===== src/design/lbc_pkg.sv =====
// constants, field layout and line-state encoding of the line-feed, bias and battery control registers
// assumes an apb master with 32-bit data and a 12-bit byte address
package lbc_pkg;

  // ==========================================================================
  // bus
  localparam int ADDR_W = 12;
  localparam int DATA_W = 32;
  localparam int REG_W = 8;

  // ==========================================================================
  // register indices; byte address is four times the index
  localparam logic [7:0] LINEFEED_IDX = 8'h40;
  localparam logic [7:0] BIAS_IDX = 8'h41;
  localparam logic [7:0] BATTERY_IDX = 8'h42;
  localparam logic [ADDR_W-1:0] LINEFEED_ADDR = {2'h0, LINEFEED_IDX, 2'h0};
  localparam logic [ADDR_W-1:0] BIAS_ADDR = {2'h0, BIAS_IDX, 2'h0};
  localparam logic [ADDR_W-1:0] BATTERY_ADDR = {2'h0, BATTERY_IDX, 2'h0};

  // ==========================================================================
  // reset values and writable bits
  localparam logic [REG_W-1:0] LINEFEED_RST = 8'h00;
  localparam logic [REG_W-1:0] BIAS_RST = 8'h00;
  localparam logic [REG_W-1:0] BATTERY_RST = 8'h00;
  localparam logic [REG_W-1:0] LINEFEED_WMASK = 8'h07;
  localparam logic [REG_W-1:0] BIAS_WMASK = 8'h7f;
  localparam logic [REG_W-1:0] BATTERY_WMASK = 8'h19;

  // ==========================================================================
  // field positions
  localparam int CMD_LSB = 0;
  localparam int SHADOW_LSB = 4;
  localparam int SQUELCH_BIT = 6;
  localparam int BYPASS_BIT = 5;
  localparam int BIASEN_BIT = 4;
  localparam int ONHOOK_LSB = 2;
  localparam int ACTIVE_LSB = 0;
  localparam int OVERHEAD_BIT = 4;
  localparam int FORCE_BIT = 3;
  localparam int TRACK_BIT = 0;
  localparam int STATE_W = 3;
  localparam int LEVEL_W = 2;

  // ==========================================================================
  // bias current codes
  localparam logic [LEVEL_W-1:0] BIAS_4MA = 2'h0;
  localparam logic [LEVEL_W-1:0] BIAS_8MA = 2'h1;
  localparam logic [LEVEL_W-1:0] BIAS_12MA = 2'h2;
  localparam logic [LEVEL_W-1:0] BIAS_RESERVED = 2'h3;

  localparam int SYNC_STAGES = 2;

  typedef enum logic [STATE_W-1:0] {
    LS_OPEN = 3'h0,
    LS_FWD_ACTIVE = 3'h1,
    LS_FWD_ONHOOK_TX = 3'h2,
    LS_TIP_OPEN = 3'h3,
    LS_RINGING = 3'h4,
    LS_REV_ACTIVE = 3'h5,
    LS_REV_ONHOOK_TX = 3'h6,
    LS_RING_OPEN = 3'h7
  } line_state_type;

endpackage : lbc_pkg


===== src/design/lbc_sync.sv =====
// level synchroniser for one pin input
// assumes the input is asynchronous to mclk
module lbc_sync #(
  parameter int STAGES = lbc_pkg::SYNC_STAGES
) (
  input wire logic mclk,
  input wire logic reset,
  input wire logic asyncIn,
  output logic syncOut
);
  import lbc_pkg::*;

  logic [STAGES-1:0] chain_q;
  logic [STAGES-1:0] chain_d;

  // ==========================================================================
  // chain
  always_comb begin
    chain_d = {chain_q[STAGES-2:0], asyncIn};
  end

  always_ff @(posedge mclk) begin
    if (reset) begin
      chain_q <= '0;
    end else begin
      chain_q <= chain_d;
    end
  end

  // only the last stage leaves the module
  assign syncOut = chain_q[STAGES-1];

endmodule : lbc_sync


===== src/design/lbc_line_state.sv =====
// actual line-state tracker: follows the commanded state except where automatic
// operations (ring cadence, overrides) put the line somewhere else
// assumes ringBurst is already synchronous to mclk
module lbc_line_state (
  input wire logic mclk,
  input wire logic reset,
  input lbc_pkg::line_state_type commanded,
  input wire logic ringBurst,
  input wire logic overrideValid,
  input lbc_pkg::line_state_type overrideState,
  output lbc_pkg::line_state_type actual
);
  import lbc_pkg::*;

  line_state_type actual_q;
  line_state_type actual_d;

  // ==========================================================================
  // next state
  always_comb begin
    actual_d = commanded;
    if (overrideValid) begin
      actual_d = overrideState;
    end else if (commanded == LS_RINGING) begin
      // silent period sits in on-hook transmission
      actual_d = ringBurst ? LS_RINGING : LS_FWD_ONHOOK_TX;
    end
  end

  always_ff @(posedge mclk) begin
    if (reset) begin
      actual_q <= LS_OPEN;
    end else begin
      actual_q <= actual_d;
    end
  end

  assign actual = actual_q;

endmodule : lbc_line_state


===== src/design/lbc_regs.sv =====
// apb register bank for line-feed state, external transistor bias and battery feed
// assumes an apb master on mclk; ring cadence burst arrives from a pin,
// automatic overrides arrive from logic on mclk
module lbc_regs (
  input wire logic mclk,
  input wire logic reset,
  input wire logic psel,
  input wire logic penable,
  input wire logic pwrite,
  input wire logic [lbc_pkg::ADDR_W-1:0] paddr,
  input wire logic [lbc_pkg::DATA_W-1:0] pwdata,
  input wire logic [3:0] pstrb,
  output logic pready,
  output logic [lbc_pkg::DATA_W-1:0] prdata,
  output logic pslverr,
  input wire logic ringBurstPin,
  input wire logic overrideValid,
  input lbc_pkg::line_state_type overrideState,
  output lbc_pkg::line_state_type commandedLineState,
  output lbc_pkg::line_state_type actualLineState,
  output logic audioSquelch,
  output logic capacitorBypass,
  output logic transistorBiasEnable,
  output logic [lbc_pkg::LEVEL_W-1:0] onhookTxBiasLevel,
  output logic [lbc_pkg::LEVEL_W-1:0] activeOffhookBiasLevel,
  output logic [lbc_pkg::LEVEL_W-1:0] appliedBiasLevel,
  output logic biasApplied,
  output logic overheadRangeSelect,
  output logic manualBatteryForce,
  output logic trackingMode
);
  import lbc_pkg::*;

  // ==========================================================================
  // address decode
  function automatic logic [2:0] decodeHit(input logic [ADDR_W-1:0] addr);
    logic [2:0] hit;
    hit = 3'h0;
    if (addr == LINEFEED_ADDR) begin
      hit = 3'h1;
    end else if (addr == BIAS_ADDR) begin
      hit = 3'h2;
    end else if (addr == BATTERY_ADDR) begin
      hit = 3'h4;
    end
    return hit;
  endfunction : decodeHit

  function automatic logic [REG_W-1:0] mergeWrite(input logic [REG_W-1:0] old,
                                                  input logic [REG_W-1:0] wdata,
                                                  input logic [REG_W-1:0] mask);
    return (old & ~mask) | (wdata & mask);
  endfunction : mergeWrite

  logic ringBurstSync;
  line_state_type actualState;

  lbc_sync #(
    .STAGES(SYNC_STAGES)
  ) u_burst_sync (
    .mclk(mclk),
    .reset(reset),
    .asyncIn(ringBurstPin),
    .syncOut(ringBurstSync)
  );

  // ==========================================================================
  // apb slave and registers
  logic [REG_W-1:0] lineReg_q;
  logic [REG_W-1:0] lineReg_d;
  logic [REG_W-1:0] biasReg_q;
  logic [REG_W-1:0] biasReg_d;
  logic [REG_W-1:0] battReg_q;
  logic [REG_W-1:0] battReg_d;
  logic pready_q;
  logic pready_d;
  logic pslverr_q;
  logic pslverr_d;
  logic [DATA_W-1:0] prdata_q;
  logic [DATA_W-1:0] prdata_d;
  logic [2:0] hit;
  logic setupPhase;
  logic writeDone;
  logic [REG_W-1:0] readValue;
  logic [REG_W-1:0] wrByte;

  lbc_line_state u_line_state (
    .mclk(mclk),
    .reset(reset),
    .commanded(line_state_type'(lineReg_q[CMD_LSB +: STATE_W])),
    .ringBurst(ringBurstSync),
    .overrideValid(overrideValid),
    .overrideState(overrideState),
    .actual(actualState)
  );

  always_comb begin
    hit = decodeHit(paddr);
    setupPhase = psel && !penable;
    writeDone = psel && penable && pready_q && pwrite && pstrb[0] && (hit != 3'h0);
    wrByte = pwdata[REG_W-1:0];
    // shadow bits come from the tracker, never from the stored byte
    readValue = '0;
    if (hit[0]) begin
      readValue = {1'b0, actualState, 1'b0, lineReg_q[CMD_LSB +: STATE_W]};
    end else if (hit[1]) begin
      readValue = biasReg_q;
    end else if (hit[2]) begin
      readValue = battReg_q;
    end
    // one wait-free access phase: answer registered from the setup cycle
    pready_d = setupPhase;
    pslverr_d = setupPhase && (hit == 3'h0);
    prdata_d = prdata_q;
    if (setupPhase) begin
      prdata_d = pwrite ? '0 : {{(DATA_W-REG_W){1'b0}}, readValue};
    end
    lineReg_d = lineReg_q;
    biasReg_d = biasReg_q;
    battReg_d = battReg_q;
    if (writeDone && hit[0]) begin
      lineReg_d = mergeWrite(lineReg_q, wrByte, LINEFEED_WMASK);
    end
    if (writeDone && hit[1]) begin
      // reserved level codes are stored as written; the field is not checked
      biasReg_d = mergeWrite(biasReg_q, wrByte, BIAS_WMASK);
    end
    if (writeDone && hit[2]) begin
      battReg_d = mergeWrite(battReg_q, wrByte, BATTERY_WMASK);
    end
  end

  always_ff @(posedge mclk) begin
    if (reset) begin
      lineReg_q <= LINEFEED_RST;
      biasReg_q <= BIAS_RST;
      battReg_q <= BATTERY_RST;
      pready_q <= 1'b0;
      pslverr_q <= 1'b0;
      prdata_q <= '0;
    end else begin
      lineReg_q <= lineReg_d;
      biasReg_q <= biasReg_d;
      battReg_q <= battReg_d;
      pready_q <= pready_d;
      pslverr_q <= pslverr_d;
      prdata_q <= prdata_d;
    end
  end

  // ==========================================================================
  // bias level applied in the actual line state
  logic [LEVEL_W-1:0] appliedLevel_q;
  logic [LEVEL_W-1:0] appliedLevel_d;
  logic biasApplied_q;
  logic biasApplied_d;

  always_comb begin
    appliedLevel_d = BIAS_4MA;
    biasApplied_d = 1'b0;
    case (actualState)
      LS_FWD_ONHOOK_TX, LS_REV_ONHOOK_TX: begin
        appliedLevel_d = biasReg_q[ONHOOK_LSB +: LEVEL_W];
        biasApplied_d = biasReg_q[BIASEN_BIT];
      end
      LS_FWD_ACTIVE, LS_REV_ACTIVE: begin
        appliedLevel_d = biasReg_q[ACTIVE_LSB +: LEVEL_W];
        biasApplied_d = biasReg_q[BIASEN_BIT];
      end
      default: begin
        appliedLevel_d = BIAS_4MA;
        biasApplied_d = 1'b0;
      end
    endcase
  end

  always_ff @(posedge mclk) begin
    if (reset) begin
      appliedLevel_q <= BIAS_4MA;
      biasApplied_q <= 1'b0;
    end else begin
      appliedLevel_q <= appliedLevel_d;
      biasApplied_q <= biasApplied_d;
    end
  end

  // ==========================================================================
  // outputs, all flop slices
  assign pready = pready_q;
  assign pslverr = pslverr_q;
  assign prdata = prdata_q;
  assign commandedLineState = line_state_type'(lineReg_q[CMD_LSB +: STATE_W]);
  assign actualLineState = actualState;
  assign audioSquelch = biasReg_q[SQUELCH_BIT];
  assign capacitorBypass = biasReg_q[BYPASS_BIT];
  assign transistorBiasEnable = biasReg_q[BIASEN_BIT];
  assign onhookTxBiasLevel = biasReg_q[ONHOOK_LSB +: LEVEL_W];
  assign activeOffhookBiasLevel = biasReg_q[ACTIVE_LSB +: LEVEL_W];
  assign appliedBiasLevel = appliedLevel_q;
  assign biasApplied = biasApplied_q;
  assign overheadRangeSelect = battReg_q[OVERHEAD_BIT];
  assign manualBatteryForce = battReg_q[FORCE_BIT];
  assign trackingMode = battReg_q[TRACK_BIT];

  logic lineWr;
  logic biasWr;
  logic battWr;
  assign lineWr = writeDone && hit[0];
  assign biasWr = writeDone && hit[1];
  assign battWr = writeDone && hit[2];
endmodule : lbc_regs


===== config.mk =====
export PLATFORM = sky130hd
export DESIGN_NAME = lbc_regs
export DESIGN_NICKNAME = d
export VERILOG_FILES = /design/src/design/lbc_pkg.sv /design/src/design/lbc_sync.sv /design/src/design/lbc_line_state.sv /design/src/design/lbc_regs.sv
export SDC_FILE = /design/constraint.sdc
export NUM_CORES = 1
export LEC_CHECK = 0
export BUFFER_PORTS_ARGS = -buffer_cell sky130_fd_sc_hd__clkbuf_2
export CORE_MARGIN = 2
export CORE_UTILIZATION = 43
export CTS_CLUSTER_SIZE = 16
export DETAILED_ROUTE_END_ITERATION = 6
export GPL_TIMING_DRIVEN = 0
export PLACE_DENSITY = 0.84
export SLEW_MARGIN = 10
export SYNTH_ARGS = -nofsm -noshare
export SYNTH_HDL_FRONTEND = slang
export SYNTH_SLANG_ARGS = --single-unit

===== constraint.sdc =====
create_clock -name mclk -period 2.3 [get_ports mclk]
set_clock_uncertainty 0.1 [all_clocks]
set_input_delay 0.23 -clock mclk [delete_from_list [all_inputs] [get_ports mclk]]
set_output_delay 0.23 -clock mclk [all_outputs]
set_load 0.005 [all_outputs]

==> run metrics <==
layout cells sized above 1=a little over a third; Reg power frac=~53%; initial core utilization=between 40% and 50%; FF+latch count, synth=31; FMAX=between 600 and 700 MHz; GRT Overall Usage=a little under a fifth; Hold WC Path Type=in -> reg; antenna cells=0; Distinct cells, synth=30; top-level I/O count=between 100 and 150; routed len/inst=roughly 12 um; cell accounting for the most synthesized area=dfxtp_1; TritonCTS buffer count=5; drt via density=~4.6; post-route cell area=around 2000 um2; syn_area_per_cell=about 8.8 um2; Port Buffers=56; Die H=about 63 um; TritonCTS clock tree=yes; post-place setup slack=0.539 ns; Total Die Area=approximately 4000 um2; Worst Hold End=biasReg_q[5]; crit path kind=reg -> reg; setup TNS=0 ns; # setup viols final=0; FF-to-FF setup slack=roughly 0.86 ns; gr ovfl total=0; Crit Reg-Reg Startpoint=pready; Netlist Area Pre-Place=about 1500 um2; Mapped Cells=173; core box area=approximately 3400 um2; hold path cells=3; Synth Flop Type=dfxtp_1; kind of start point of the critical path=flop; Total Wirelength=about 3.6 mm; leading post-synthesis cells by cell area=dfxtp_1 (41%), buf_4 (12%), mux2i_1 (5.9%); VDD IR max=0.000217 V; Post-Place Cells=about 300; vias in the first global route=1226; Final WS setup=0.861 ns; crit path DAT=1.61 ns; first-pass GRT wire length=between 5 and 6 mm; Synth warnings=0; Layout area overhead=33.1%; final hold violations=0; initial antenna violation count=0; fin crit period=approximately 1.4 ns; hpwl dp=roughly 2.9 mm; DRC=0; Synth async-reset ratio=0%; Crit. End Element=flop; Final Hold Slack=between 0.009 and 0.01 ns; Die X=about 63 um; RSZ-0062 raised after global routing=false; # clock sinks=31; GPL Wtd Cong=approximately 0.9; r2r worst-path depth=5; # rows=21; Slew Viols, Final=0; Post-synth EDFFs=0; H-tree depth=2; Non-Filler Instances=307; Clock power frac=between 30% and 40%; post-CTS setup buffer count=0; P_leak=~0.97 nW; clk buf depth=2; PwrDens=just over 500 nW/um2; Req. time, crit path=2.47 ns; hold wc startpoint=pwdata[5]; critical path peak fanout=8; status=finished, final reports clean; post-synth top area share=between 40% and 50%; P_int=~800 uW; fin nets=about 320; latest clock arrival within the worst-skew pair=between 0.3 and 0.4 ns; TritonRoute pass-1 iters=4; Initial DRC Count=84; P_sw=~250 uW; post-synthesis sequential area ratio=40.8%; largest net degree at the start of global routing=11; via count=between 1000 and 1500; worst r2r dst=battReg_q[0]; Combinational Power Share=11.6%; Clock Pin Slew Worst Setup and Hold Paths=around 0.10 ns; Post-DP Area=roughly 2000 um2; Final Cycle Share=62.6%; Max-Cap Viols=0; clock root buffer=clkbuf_4; post-route ant nets=0; Switching Share=23.8%
## critical path, cell delays in order, from the launching register on
cell and delay [ns]:
dfxtp_1 0.37, and3_1 0.15, buf_2 0.20, and4_1 0.23, buf_4 0.14, mux2i_1 0.19
## layout by cell type (no fill, tap or decap), drive strengths merged, types with 2 or more instances in the layout
master / count
conb: 24
mux2i: 9
nor2: 11
buf: 28
clkbuf: 69
inv: 3
a32oi: 2
and3: 4
dfxtp: 31
a22oi: 2
o21ai: 10
nand3: 8
nor3: 3
nand2b: 12
and4: 2
a21oi: 13
nor2b: 7
nand2: 8
o31ai: 4
nand4: 2
## power groups by stage
| stage | sequential (mW) | combinational [mW] | clock [mW] |
|---|---|---|---|
| finish | 0.545 | 0.119 | 0.366 |
| global route | 0.546 | 0.132 | 0.398 |
| CTS | 0.545 | 0.118 | 0.363 |
| detailed placement | 0.558 | 0.116 | 0 |
| global placement | 0.558 | 0.114 | 0 |
| floorplan | 0.557 | 0.0751 | 0 |
## through the flow
| step | util [%] | power (mW) |
|---|---|---|
| 2_1_floorplan | - | 0.632 |
| 3_3_place_gp | 57.8 | 0.671 |
| 3_5_place_dp | 57.8 | 0.674 |
| 4_1_cts | 60.2 | 1.03 |
| 5_1_grt | 60.2 | 1.08 |
| 6_report | 60.2 | 1.03 |
## worst max-delay path by stage
| stage | slack, ns | cells after the start | startpoint | endpoint |
|---|---|---|---|---|
| floorplan | 0.90 | 5 | paddr[9] | battReg_q[0] |
| global placement | 0.57 | 5 | reset | appliedBiasLevel[0] |
| detailed placement | 0.54 | 5 | reset | appliedBiasLevel[0] |
| CTS | 0.86 | 5 | pready | battReg_q[0] |
| global route | 0.78 | 5 | reset | appliedBiasLevel[0] |
| finish | 0.86 | 5 | pready | battReg_q[0] |
## timing repair
item,4_1_cts,5_1_grt
hold endpoints to repair,1,0
hold buffers,1,0
resized for setup,0,0
## logic make-up (layout without fill, tap and decap cells)
group / after synthesis / in the layout / synth area share (%)
and+or+nand+nor: 63 / 63 / 25.1
AOI/OAI and AO/OA: 33 / 33 / 12.7
other: 1 / 24 / 0.246
buffers and inverters: 36 / 101 / 15.3
muxes: 9 / 9 / 5.92
DFF: 31 / 31 / 40.8
## flip-flops by register name (all words and copies together), names as in the netlist
signal                cells
battReg_q                 3
biasApplied               1
u_burst_sync.chain_q      2
pready                    1
u_line_state.actual       3
lineReg_q                 3
pslverr                   1
appliedBiasLevel          2
prdata                    8
biasReg_q                 7
## cell type report
cell class	instances	area (um2)
fill	330	1340
multi-input combinational	129	754
clock buffer	8	68.8
buffer	33	221
tap	46	57.6
sequential	31	621
inverter	3	11.3
timing repair buffer	57	290
## synthesized netlist by cell type (all sizes together), types with 2 or more instances
cell,number
a21oi,13
a22oi,2
a32oi,2
and3,4
and4,2
buf,28
clkbuf,5
dfxtp,31
inv,3
mux2i,9
nand2,8
nand2b,12
nand3,8
nand4,2
nor2,11
nor2b,7
nor3,3
o21ai,10
o31ai,4
## routing by layer
| layer | part of all wire (%) | routed length, um | up-vias | global-route usage (%) |
|---|---|---|---|---|
| met3 | 7.6 | 274 | 8 | 6.96 |
| met5 | 0 | 0 | - | 0 |
| met4 | 1.3 | 46 | 0 | 7.34 |
| li1 | - | - | 720 | - |
| met1 | 41 | 1470 | 642 | 20.4 |
| met2 | 50 | 1830 | 57 | 30.8 |
(Power assumes the default switching activity.)
